`config.mk`:
```
export PLATFORM = sky130hd
export DESIGN_NAME = optical_sample_fifo_ctrl
export DESIGN_NICKNAME = d
export VERILOG_FILES = /design/src/verilog/osf_pkg.sv /design/src/verilog/optical_sample_fifo_ctrl.sv /design/src/verilog/osf_skid_buffer.sv /design/src/verilog/osf_sync.sv
export VERILOG_INCLUDE_DIRS = /design/src /design/src/verilog
export SDC_FILE = /design/constraint.sdc
export NUM_CORES = 2
export LEC_CHECK = 0
export ABC_CLOCK_PERIOD_IN_PS = 5360
export BUFFER_PORTS_ARGS = -buffer_cell sky130_fd_sc_hd__buf_2
export CAP_MARGIN = 20
export CORE_ASPECT_RATIO = 1.5
export CORE_UTILIZATION = 45
export CTS_CLUSTER_SIZE = 12
export DETAILED_ROUTE_END_ITERATION = 10
export MAX_ROUTING_LAYER = met4
export SYNTH_ARGS = -nofsm -noshare
export SYNTH_HDL_FRONTEND = slang
export SYNTH_SLANG_ARGS = --single-unit
```
`constraint.sdc`:
```
create_clock -name clk_sys_i -period 5.36 [get_ports clk_sys_i]
set_input_delay 1.608 -clock clk_sys_i [delete_from_list [all_inputs] [get_ports clk_sys_i]]
set_output_delay 1.608 -clock clk_sys_i [all_outputs]
set_load 0.03 [all_outputs]
```
`src/verilog/osf_defs.svh`:
```
// register offsets, field positions, reset values and counts of the sample queue
`ifndef OSF_DEFS_SVH
`define OSF_DEFS_SVH

`define OSF_ADDR_STATUS   8'h00
`define OSF_ADDR_INT_EN   8'h03
`define OSF_ADDR_WR_IDX   8'h04
`define OSF_ADDR_RD_IDX   8'h05
`define OSF_ADDR_LOST     8'h06
`define OSF_ADDR_COUNT    8'h07
`define OSF_ADDR_DATA     8'h08
`define OSF_ADDR_WMARK    8'h09
`define OSF_ADDR_BEHAV    8'h0a
`define OSF_ADDR_SYSCTL   8'h0d

`define OSF_BIT_AFULL     7
`define OSF_BIT_NEWSMP    6
`define OSF_BIT_TS_EN     5
`define OSF_BIT_FLUSH     4
`define OSF_BIT_STATCLR   3
`define OSF_BIT_AFTYPE    2
`define OSF_BIT_OVWR      1
`define OSF_BIT_PDOWN     1
`define OSF_BIT_SOFTRST   0
`define OSF_BIT_CMD_READ  7

`define OSF_RST_WMARK     7'h00
`define OSF_RST_BEHAV     8'h00
`define OSF_RST_INT_EN    8'h00
`define OSF_LOST_MAX      7'h7f
`define OSF_TAG_INVALID   5'h1e
`define OSF_TAG_TSTAMP    5'h1f

`define OSF_DEPTH         128
`define OSF_TS_EVERY      8
`define OSF_BYTES_ITEM    3

`endif

```
`src/verilog/osf_pkg.sv`:
```
// types shared by the sample queue files
package osf_pkg;
  typedef struct packed {
    logic [4:0]  tag;
    logic [18:0] value;
  } item_s;

  typedef struct packed {
    item_s item;
    logic  last;
  } sample_s;

  typedef enum logic [1:0] {
    PH_ADDR = 2'b00,
    PH_CMD  = 2'b01,
    PH_DATA = 2'b10
  } spi_phase_e;
endpackage

```
`src/verilog/optical_sample_fifo_ctrl.sv`:
```
// sample queue with serial register access, watermark flag and timestamp insertion
//
// Notes on behaviour
// - each item is 24 bits, top five bits hold the type code.
// - optical values sit left-justified in the 19 bits below the type code.
// - almost-full flag sets when stored items reach 128 minus the watermark.
// - almost-full flag drives the interrupt pin when its enable bit is set.
// - reading the status register clears the almost-full flag.
// - full queue overwrites the oldest item or drops the new one, per setting.
// - with assert-style low, almost-full re-raises on every new sample while it persists.
// - with assert-style high, almost-full raises only on a fresh entry into the condition.
// - with clear-on-data-read low, only a status read clears the two flags.
// - with clear-on-data-read high, a data read or status read clears the flags.
// - flush empties the queue and zeroes both indices, count and lost tally.
// - the flush bit clears itself once the flush is done.
// - with timestamps on, a timestamp item is pushed once every 8 sample periods (items marked last).
// - with timestamps off, no counter items enter the queue.
// - each sample period yields one item per active slot per active channel.
// - the queue holds 128 items with 7-bit indices that wrap.
// - lost tally counts overflow losses, saturates at 0x7f, clears on a pop.
// - items are read as three-byte bursts; the pop comes as the third byte starts shifting out.
// - reading an empty queue returns an item tagged invalid.
`timescale 1ns/1ps
`include "osf_defs.svh"
module optical_sample_fifo_ctrl #(
  parameter int unsigned DEPTH    = `OSF_DEPTH,
  parameter int unsigned TS_EVERY = `OSF_TS_EVERY
) (
  // clock and reset
  input  wire logic            clk_sys_i,
  input  wire logic            rst_b_i,
  // serial register interface
  input  wire logic            sclk_i,
  input  wire logic            cs_b_i,
  input  wire logic            mosi_i,
  output logic                 miso_o,
  output logic                 miso_oe_o,
  // items from the conversion process
  input  wire logic            sample_valid_i,
  input  wire osf_pkg::item_s  sample_item_i,
  input  wire logic            sample_last_i,
  output logic                 sample_ready_o,
  // status pins
  output logic                 int_b_o,
  output logic                 power_down_o
);
  localparam int unsigned AW = $clog2(DEPTH);
  localparam int unsigned TW = $clog2(TS_EVERY);
  localparam logic [AW:0] FULL_CNT = (AW+1)'(DEPTH);
  localparam logic [TW-1:0] TS_LAST = TW'(TS_EVERY - 1);

  if (DEPTH != (1 << AW) || AW < 3 || AW > 7 || TS_EVERY < 2 || TS_EVERY != (1 << TW)) begin : g_bad_param
    $error("queue depth must be a power of two up to 128, timestamp spacing a power of two");
  end

  // reset release through two flip-flops
  logic rst_meta_q;
  logic rst_n;
  always_ff @(posedge clk_sys_i or negedge rst_b_i) begin
    if (!rst_b_i) begin
      rst_meta_q <= 1'b0;
      rst_n      <= 1'b0;
    end else begin
      rst_meta_q <= 1'b1;
      rst_n      <= rst_meta_q;
    end
  end

  // pins sampled on the system clock
  logic s_sclk;
  logic s_cs_b;
  logic s_mosi;
  logic s_sel;
  logic sclk_prev_q;
  // select is synced active high so the cleared stages read as deselected after reset
  osf_sync #(.WIDTH(3)) u_pin_sync (
    .clk_sys_i (clk_sys_i),
    .rst_n_i   (rst_n),
    .async_i   ({sclk_i, !cs_b_i, mosi_i}),
    .sync_o    ({s_sclk, s_sel, s_mosi})
  );
  assign s_cs_b = !s_sel;

  // registers and queue state
  logic [23:0]         mem [DEPTH];
  logic [AW-1:0]       wr_q;
  logic [AW-1:0]       rd_q;
  logic [AW:0]         count_q;
  logic [6:0]          lost_q;
  logic [6:0]          wmark_q;
  logic [7:0]          behav_q;
  logic [7:0]          int_en_q;
  logic                flush_q;
  logic                soft_q;
  logic                pdown_q;
  logic                afull_q;
  logic                newsmp_q;
  logic                afull_prev_q;
  logic                int_q;
  logic [TW-1:0]       per_q;
  logic [18:0]         tstamp_q;
  logic                ts_due_q;

  // serial engine state
  osf_pkg::spi_phase_e phase_q;
  logic [2:0]          bit_q;
  logic [7:0]          sh_q;
  logic [7:0]          tx_q;
  logic [7:0]          addr_q;
  logic [7:0]          held_addr_q;
  logic                rd_cmd_q;
  logic [1:0]          byte_idx_q;
  logic [15:0]         hold_q;
  logic                item_ok_q;

  // buffer between conversion process and queue
  osf_pkg::sample_s    buf_out;
  logic                buf_valid;
  logic                buf_ready;
  osf_skid_buffer #(.WIDTH($bits(osf_pkg::sample_s))) u_buf (
    .clk_sys_i   (clk_sys_i),
    .rst_n_i     (rst_n),
    .in_valid_i  (sample_valid_i),
    .in_ready_o  (sample_ready_o),
    .in_data_i   ({sample_item_i, sample_last_i}),
    .out_valid_o (buf_valid),
    .out_ready_i (buf_ready),
    .out_data_o  (buf_out)
  );

  // push path; a due timestamp stalls the buffer for one cycle
  logic        clr;
  logic        take;
  logic        push;
  logic [23:0] push_word;
  logic        pop;
  logic        eff_full;
  logic        lost;
  logic        wr_en;
  logic        ovwr;
  logic        afull_cond;
  logic        period_end;
  assign clr        = flush_q || soft_q;
  assign ovwr       = behav_q[`OSF_BIT_OVWR];
  assign buf_ready  = !ts_due_q && !clr;
  assign take       = buf_valid && buf_ready;
  assign period_end = take && buf_out.last;
  assign push       = take || (ts_due_q && !clr);
  assign push_word  = ts_due_q ? {`OSF_TAG_TSTAMP, tstamp_q} : {buf_out.item.tag, buf_out.item.value};
  assign eff_full   = (count_q == FULL_CNT) && !pop;
  assign lost       = push && eff_full;
  assign wr_en      = push && (!eff_full || ovwr);
  assign afull_cond = count_q >= (FULL_CNT - (AW+1)'(wmark_q));

  // serial edges and byte events
  logic       rise;
  logic       fall;
  logic [7:0] sh_d;
  logic       byte_done;
  logic       wr_byte;
  logic       rd_load;
  logic       commit;
  logic [7:0] addr_next;
  logic [7:0] ld_addr;
  logic [7:0] ld_byte;
  logic [23:0] head_word;
  assign rise      = s_sclk && !sclk_prev_q && !s_cs_b;
  assign fall      = !s_sclk && sclk_prev_q && !s_cs_b;
  assign sh_d      = {sh_q[6:0], s_mosi};
  assign byte_done = rise && (bit_q == 3'h7);
  assign wr_byte   = byte_done && (phase_q == osf_pkg::PH_DATA) && !rd_cmd_q;
  assign rd_load   = byte_done && (((phase_q == osf_pkg::PH_CMD) && sh_d[`OSF_BIT_CMD_READ]) ||
                                   ((phase_q == osf_pkg::PH_DATA) && rd_cmd_q));
  // side effects wait until the loaded byte really starts shifting out
  assign commit    = rise && (bit_q == 3'h0) && (phase_q == osf_pkg::PH_DATA) && rd_cmd_q;
  assign addr_next = (addr_q == `OSF_ADDR_DATA) ? addr_q : addr_q + 8'h01;
  assign ld_addr   = (phase_q == osf_pkg::PH_CMD) ? addr_q : addr_next;
  assign head_word = (count_q == '0) ? {`OSF_TAG_INVALID, 19'h00000} : mem[rd_q];

  logic status_rd;
  logic data_rd;
  logic flag_clr;
  assign status_rd = commit && (held_addr_q == `OSF_ADDR_STATUS);
  assign data_rd   = commit && (held_addr_q == `OSF_ADDR_DATA);
  assign flag_clr  = status_rd || (data_rd && behav_q[`OSF_BIT_STATCLR]);
  assign pop       = data_rd && (byte_idx_q == 2'h2) && item_ok_q && !clr;

  always_comb begin
    ld_byte = 8'h00;
    unique case (ld_addr)
      `OSF_ADDR_STATUS: ld_byte = {afull_q, newsmp_q, 6'h00};
      `OSF_ADDR_INT_EN: ld_byte = int_en_q;
      `OSF_ADDR_WR_IDX: ld_byte = 8'(wr_q);
      `OSF_ADDR_RD_IDX: ld_byte = 8'(rd_q);
      `OSF_ADDR_LOST:   ld_byte = {1'b0, lost_q};
      `OSF_ADDR_COUNT:  ld_byte = 8'(count_q);
      `OSF_ADDR_DATA:   ld_byte = (byte_idx_q == 2'h0) ? head_word[23:16] :
                                  (byte_idx_q == 2'h1) ? hold_q[15:8] : hold_q[7:0];
      `OSF_ADDR_WMARK:  ld_byte = {1'b0, wmark_q};
      `OSF_ADDR_BEHAV:  ld_byte = {behav_q[7:5], flush_q, behav_q[3:0]};
      `OSF_ADDR_SYSCTL: ld_byte = {6'h00, pdown_q, soft_q};
      default:          ld_byte = 8'h00;
    endcase
  end

  // serial framing, shifting and address walk
  always_ff @(posedge clk_sys_i or negedge rst_n) begin
    if (!rst_n) begin
      sclk_prev_q <= 1'b0;
      phase_q     <= osf_pkg::PH_ADDR;
      bit_q       <= 3'h0;
      sh_q        <= 8'h00;
      tx_q        <= 8'h00;
      addr_q      <= 8'h00;
      held_addr_q <= 8'h00;
      rd_cmd_q    <= 1'b0;
    end else begin
      sclk_prev_q <= s_sclk;
      if (s_cs_b) begin
        phase_q <= osf_pkg::PH_ADDR;
        bit_q   <= 3'h0;
      end else if (rise) begin
        sh_q  <= sh_d;
        bit_q <= bit_q + 3'h1;
        if (byte_done) begin
          unique case (phase_q)
            osf_pkg::PH_ADDR: begin
              addr_q  <= sh_d;
              phase_q <= osf_pkg::PH_CMD;
            end
            osf_pkg::PH_CMD: begin
              rd_cmd_q <= sh_d[`OSF_BIT_CMD_READ];
              phase_q  <= osf_pkg::PH_DATA;
            end
            osf_pkg::PH_DATA: addr_q <= addr_next;
            default: phase_q <= osf_pkg::PH_ADDR;
          endcase
        end
      end else if (fall && bit_q != 3'h0) begin
        tx_q <= {tx_q[6:0], 1'b0};
      end
      if (rd_load) begin
        tx_q        <= ld_byte;
        held_addr_q <= ld_addr;
      end
    end
  end
  assign miso_o    = tx_q[7];
  assign miso_oe_o = !s_cs_b && rd_cmd_q && (phase_q == osf_pkg::PH_DATA);

  // data port byte position within an item
  always_ff @(posedge clk_sys_i or negedge rst_n) begin
    if (!rst_n) begin
      byte_idx_q <= 2'h0;
      hold_q     <= 16'h0000;
      item_ok_q  <= 1'b0;
    end else begin
      if (rd_load && ld_addr == `OSF_ADDR_DATA && byte_idx_q == 2'h0) begin
        hold_q    <= head_word[15:0];
        item_ok_q <= (count_q != '0);
      end
      if (s_cs_b || clr) begin
        byte_idx_q <= 2'h0;
      end else if (data_rd) begin
        byte_idx_q <= (byte_idx_q == 2'h2) ? 2'h0 : byte_idx_q + 2'h1;
      end
    end
  end

  // software-written configuration; flush and soft reset clear themselves
  always_ff @(posedge clk_sys_i or negedge rst_n) begin
    if (!rst_n) begin
      wmark_q  <= `OSF_RST_WMARK;
      behav_q  <= `OSF_RST_BEHAV;
      int_en_q <= `OSF_RST_INT_EN;
      flush_q  <= 1'b0;
      soft_q   <= 1'b0;
      pdown_q  <= 1'b0;
    end else begin
      flush_q <= wr_byte && (addr_q == `OSF_ADDR_BEHAV) && sh_d[`OSF_BIT_FLUSH];
      soft_q  <= wr_byte && (addr_q == `OSF_ADDR_SYSCTL) && sh_d[`OSF_BIT_SOFTRST];
      if (soft_q) begin
        wmark_q  <= `OSF_RST_WMARK;
        behav_q  <= `OSF_RST_BEHAV;
        int_en_q <= `OSF_RST_INT_EN;
        pdown_q  <= 1'b0;
      end else if (wr_byte) begin
        unique case (addr_q)
          `OSF_ADDR_WMARK:  wmark_q  <= sh_d[6:0];
          `OSF_ADDR_BEHAV:  behav_q  <= {2'h0, sh_d[5], 1'b0, sh_d[3:1], 1'b0};
          `OSF_ADDR_INT_EN: int_en_q <= {sh_d[7:6], 6'h00};
          `OSF_ADDR_SYSCTL: pdown_q  <= sh_d[`OSF_BIT_PDOWN];
          default: ;
        endcase
      end
    end
  end
  assign power_down_o = pdown_q;

  // queue indices, count and lost tally
  always_ff @(posedge clk_sys_i or negedge rst_n) begin
    if (!rst_n) begin
      wr_q    <= '0;
      rd_q    <= '0;
      count_q <= '0;
      lost_q  <= 7'h00;
    end else if (clr) begin
      wr_q    <= '0;
      rd_q    <= '0;
      count_q <= '0;
      lost_q  <= 7'h00;
    end else if (wr_byte && addr_q == `OSF_ADDR_RD_IDX) begin
      rd_q    <= sh_d[AW-1:0];
      count_q <= {1'b0, wr_q - sh_d[AW-1:0]};
    end else begin
      if (wr_en) begin
        wr_q <= wr_q + 1'b1;
      end
      if (pop || (lost && ovwr)) begin
        rd_q <= rd_q + 1'b1;
      end
      count_q <= count_q + {{AW{1'b0}}, wr_en && !lost} - {{AW{1'b0}}, pop};
      if (pop) begin
        lost_q <= 7'h00;
      end else if (lost && lost_q != `OSF_LOST_MAX) begin
        lost_q <= lost_q + 7'h01;
      end
    end
  end

  always_ff @(posedge clk_sys_i) begin
    if (wr_en && !clr) begin
      mem[wr_q] <= push_word;
    end
  end

  always_ff @(posedge clk_sys_i or negedge rst_n) begin
    if (!rst_n) begin
      per_q    <= '0;
      tstamp_q <= 19'h00000;
      ts_due_q <= 1'b0;
    end else if (clr) begin
      per_q    <= '0;
      ts_due_q <= 1'b0;
    end else begin
      if (ts_due_q) begin
        ts_due_q <= 1'b0;
      end
      if (period_end) begin
        tstamp_q <= tstamp_q + 19'h00001;
        per_q    <= per_q + 1'b1;
        if (per_q == TS_LAST && behav_q[`OSF_BIT_TS_EN]) begin
          ts_due_q <= 1'b1;
        end
      end
    end
  end

  // flags: a set in the same cycle as a clear wins
  logic afull_set;
  // entry into the condition sets either type
  assign afull_set = behav_q[`OSF_BIT_AFTYPE] ? (afull_cond && !afull_prev_q) :
                                                (afull_cond && (take || !afull_prev_q));
  always_ff @(posedge clk_sys_i or negedge rst_n) begin
    if (!rst_n) begin
      afull_q      <= 1'b0;
      newsmp_q     <= 1'b0;
      afull_prev_q <= 1'b0;
      int_q        <= 1'b0;
    end else begin
      afull_prev_q <= afull_cond;
      if (afull_set) begin
        afull_q <= 1'b1;
      end else if (flag_clr || soft_q) begin
        afull_q <= 1'b0;
      end
      if (period_end) begin
        newsmp_q <= 1'b1;
      end else if (flag_clr || soft_q) begin
        newsmp_q <= 1'b0;
      end
      int_q <= (afull_q && int_en_q[`OSF_BIT_AFULL]) || (newsmp_q && int_en_q[`OSF_BIT_NEWSMP]);
    end
  end
  assign int_b_o = !int_q;
endmodule // optical_sample_fifo_ctrl

```
`src/verilog/osf_skid_buffer.sv`:
```
// two-entry buffer with valid and ready on both sides
`timescale 1ns/1ps
module osf_skid_buffer #(
  parameter int unsigned WIDTH = 25
) (
  // clock and reset
  input  wire logic             clk_sys_i,
  input  wire logic             rst_n_i,
  // filling side
  input  wire logic             in_valid_i,
  output logic                  in_ready_o,
  input  wire logic [WIDTH-1:0] in_data_i,
  // draining side
  output logic                  out_valid_o,
  input  wire logic             out_ready_i,
  output logic      [WIDTH-1:0] out_data_o
);
  logic [WIDTH-1:0] slot_q [2];
  logic             head_q;
  logic [1:0]       fill_q;
  logic             put;
  logic             get;

  assign in_ready_o  = (fill_q != 2'h2);
  assign out_valid_o = (fill_q != 2'h0);
  assign out_data_o  = slot_q[head_q];
  assign put         = in_valid_i && in_ready_o;
  assign get         = out_valid_o && out_ready_i;

  always_ff @(posedge clk_sys_i or negedge rst_n_i) begin
    if (!rst_n_i) begin
      fill_q <= 2'h0;
      head_q <= 1'b0;
    end else begin
      fill_q <= fill_q + {1'b0, put} - {1'b0, get};
      if (get) begin
        head_q <= ~head_q;
      end
    end
  end

  always_ff @(posedge clk_sys_i) begin
    if (put) begin
      slot_q[head_q ^ fill_q[0]] <= in_data_i;
    end
  end
endmodule // osf_skid_buffer

```
`src/verilog/osf_sync.sv`:
```
// two flip-flop synchroniser for pin inputs
`timescale 1ns/1ps
module osf_sync #(
  parameter int unsigned WIDTH = 1
) (
  // clock and reset
  input  wire logic             clk_sys_i,
  input  wire logic             rst_n_i,
  // asynchronous in, synchronous out
  input  wire logic [WIDTH-1:0] async_i,
  output logic      [WIDTH-1:0] sync_o
);
  logic [WIDTH-1:0] meta_q;

  always_ff @(posedge clk_sys_i or negedge rst_n_i) begin
    if (!rst_n_i) begin
      meta_q <= '0;
      sync_o <= '0;
    end else begin
      meta_q <= async_i;
      sync_o <= meta_q;
    end
  end
endmodule // osf_sync
```
==> flow_metrics.env <==
export IMPL_first_pass_iters=5
export IMPL_hp_class="flop to flop"
export IMPL_power_leakage_nw=44.70
export IMPL_p_sw_frac=0.2627
export IMPL_gp_congestion=0.9044
export IMPL_min_period_ps=4678
export IMPL_dieWidth_um=435.9
export IMPL_core_area_um2=280500
export IMPL_power_frac_clock=0.325
export IMPL_synth_distinct_cells=73
export IMPL_power_switching_w=0.01623
export IMPL_slowest_stage="nor2_4"
export IMPL_htree_levels=5
export IMPL_p_int_w=0.04554
export IMPL_drv_cap=0
export IMPL_clkTransAtPathRegs_ps=60
export IMPL_synth_fa_ha_area_frac=0.004451
export IMPL_antenna_found_initial=30
export IMPL_place_area_um2=134500
export IMPL_grt_pass1_wl_um=465800
export IMPL_path_cells="nand3b_1 > or4_1 > nor4_2 > o31ai_1 > nor2_1 > nand2_2 > nor2_4 > buf_4"
export IMPL_routed_wl_um=325900
export IMPL_initial_core_util=0.4530
export IMPL_stdcell_area_um2=143200
export IMPL_synthCells=5601
export IMPL_drive_above_1_share=0.3051
export IMPL_synth_async_reset_ratio=0.04292
export IMPL_cts_root_buf="clkbuf_16"
export IMPL_ios=36
export IMPL_synth_compound_area_frac=0.01402
export IMPL_min_path_cells=0
export IMPL_combPwrFrac=0.134
export IMPL_layout_common_cells="3122 x edfxtp_1, 979 x mux4_2, 330 x clkbuf_16"
export IMPL_cts_tree="done"
export IMPL_min_from="u_pin_sync.meta_q[0]"
export IMPL_dieArea_um2=284600
export IMPL_final_common_cell="edfxtp_1"
export IMPL_grt_max_degree=129
export IMPL_max_freq_mhz=213.8
export IMPL_synth_edf_count=3122
export IMPL_outcome="finished clean"
export IMPL_final_nets=6037
export IMPL_setup_viol=0
export IMPL_powerDensity_nw_per_um2=431.2
export IMPL_worstPathArrival_ps=5230
export IMPL_cts_sinks=3262
export IMPL_hold_end="u_pin_sync.sync_o[0]"
export IMPL_ctsHoldBuffers=0
export IMPL_power_share_sequential=0.541
export IMPL_cp_top_family="simple AND/OR/NAND/NOR gates"
export IMPL_ys_flop_type="edfxtp_1"
export IMPL_rr_worst_depth=8
export IMPL_r2r_end="mem[33][5]"
export IMPL_via_count=59480
export IMPL_cp_start_kind="flop"
export IMPL_post_cts_buffers=0
export IMPL_hold_viol_final=0
export IMPL_finalMaxSlewViolations=0
export IMPL_layout_cells_non_filler=9787
export IMPL_syn_nets=5676
export IMPL_synth_top_family_by_area="multiplexers"
export IMPL_crit_path_max_fanout=17
export IMPL_yosysTopAreaCellShare=0.7378
export IMPL_end_kind="flop"
export IMPL_yosysSeqAreaShare=0.7653
export IMPL_ys_ff_latch=3262
export IMPL_wire_per_inst_um=33.30
export IMPL_critPathMaxStageDelay_ps=800
export IMPL_numCtsBuffers=320
export IMPL_synthMuxAreaShare=0.1796
export IMPL_port_buffers=35
export IMPL_ys_warn_count=0
export IMPL_yosys_top_cells_area="edfxtp_1 74%, mux4_2 17%, dfrtp_1 2.8%"
export IMPL_place_inst=9360
export IMPL_synth_top_cell_by_area="edfxtp_1"
export IMPL_clkLatencyLatePin_ps=870
export IMPL_cts_buffer_depth=4
export IMPL_cts_resized=0
export IMPL_r2r_slack_ps=680
export IMPL_die_h_um=652.8
export IMPL_synth_xor_area_frac=0.003998
export IMPL_dp_hpwl_um=193200
export IMPL_syn_mean_instance_area_um2=22.69
export IMPL_crit_buf_inv=1
export IMPL_synth_area_um2=127100
export IMPL_ir_drop_mv=0.7820
export IMPL_period_share=0.8727
export IMPL_required_ps=5910
export IMPL_overflow=0
export IMPL_worst_pin_slew_ps=1194
export IMPL_critPathKind="flop to flop"
export IMPL_clock_skew_ps=38.28
export IMPL_viasPerCell=6.078
export IMPL_grt_pass1_vias=61980
export IMPL_rows=238
export IMPL_final_util=0.5107
export IMPL_rsz0062_at_grt="false"
export IMPL_synthToLayoutAreaGrowth_pct=12.73
export IMPL_first_iter_violations=6464
export IMPL_postRouteAntennaNets=0
export IMPL_track_usage=0.2373
export IMPL_drc=0
export IMPL_timing_slew_headroom=0.2039
export IMPL_synthSimpleGateAreaFrac=0.02027
export IMPL_r2r_start="phase_q[1]"
power groups by stage:
stage / clock [W] / combinational [W] / sequential [W]
finish: 0.0201 / 0.00825 / 0.0334
floorplan: 0 / 0.00369 / 0.0347
detailed placement: 0 / 0.00835 / 0.0340
CTS: 0.0205 / 0.00833 / 0.0334
global placement: 0 / 0.00794 / 0.0339
global route: 0.0213 / 0.00875 / 0.0335
stage by stage:
stage / TNS [ps] / power, W / setup WS, ps / hold WS, ps
after floorplan: -2105930 / 0.03836 / -1836 / 331.2
after global placement: 0 / 0.04183 / 845.9 / 339.9
after detailed placement: 0 / 0.04231 / 780.2 / 338.1
after CTS: 0 / 0.06222 / 745.1 / 364.9
after global routing: 0 / 0.06357 / 550.8 / 370.4
final: 0 / 0.06177 / 682.1 / 357.4
how the worst max path moves through the flow:
| stage | cells past startpoint | to | from |
|---|---|---|---|
| 2_1_floorplan | 4 | mem[0][0] | u_buf.head_q |
| 3_3_place_gp | 8 | mem[33][12] | phase_q[1] |
| 3_5_place_dp | 8 | mem[33][3] | phase_q[1] |
| 4_1_cts | 8 | mem[33][5] | phase_q[1] |
| 6_report | 8 | mem[33][5] | phase_q[1] |
| 5_1_grt | 8 | mem[33][5] | phase_q[1] |
state kept, by name (all words and copies together) (netlist names), 3 cells and up:
signal / cells
u_pin_sync.sync_o: 3
hold_q: 16
u_buf.slot_q: 50
bit_q: 3
tx_q: 8
held_addr_q: 8
count_q: 8
lost_q: 7
mem: 3072
wmark_q: 7
behav_q: 4
rd_q: 7
wr_q: 7
tstamp_q: 19
addr_q: 8
sh_q: 7
per_q: 3
u_pin_sync.meta_q: 3
synthesized netlist by cell type, types with 4 or more instances:
library cell	count
mux2i_1	64
clkbuf_1	140
buf_1	31
and3_1	19
a21oi_1	61
a22oi_1	29
o211ai_1	6
dfrtp_1	140
inv_1	36
nor2_1	235
a221oi_1	5
and4_1	4
a21o_1	15
buf_6	16
a211o_1	7
mux2_2	12
o21ai_0	66
buf_4	26
xor2_1	26
or3_1	6
nand3_1	40
mux4_2	979
nor2b_1	26
edfxtp_1	3122
and2_1	10
a211oi_1	15
nand2b_1	14
xnor2_1	32
o22ai_1	7
nor3_1	18
a22o_1	6
nand4_1	10
ha_1	42
buf_2	79
a31oi_1	11
nor4_1	12
a2111oi_0	5
nand2_1	154
o21ai_1	20
metal layers:
metal  GRT usage  vias up  wire, µm
li1            -    24220         -
met1      0.3023    32660    125600
met2      0.3966     2162    169000
met3     0.03064      447     20120
met4     0.07783        0     11240
met5           -        -         0
cell families (layout without fill, tap and decap cells):
family	Yosys count	after routing
XOR/XNOR	58	58
buffers and inverters	331	790
other	1	8
flip-flops	3262	3262
AO/OA/AOI/OAI	280	280
multiplexers	1055	1055
AND/OR/NAND/NOR	570	570
adder cells (fa/ha/maj)	44	44
final cells by class:
| cell class | count | area (µm²) |
|---|---|---|
| Fill cell | 21760 | 137300 |
| Sequential cell | 3262 | 97280 |
| Multi-Input combinational cell | 2008 | 29460 |
| Clock buffer | 396 | 8506 |
| Tap cell | 3720 | 4654 |
| Timing Repair Buffer | 331 | 2943 |
| Clock inverter | 24 | 234.0 |
| Inverter | 39 | 146.4 |
| Antenna cell | 7 | 17.52 |
(Power assumes the default switching activity.)
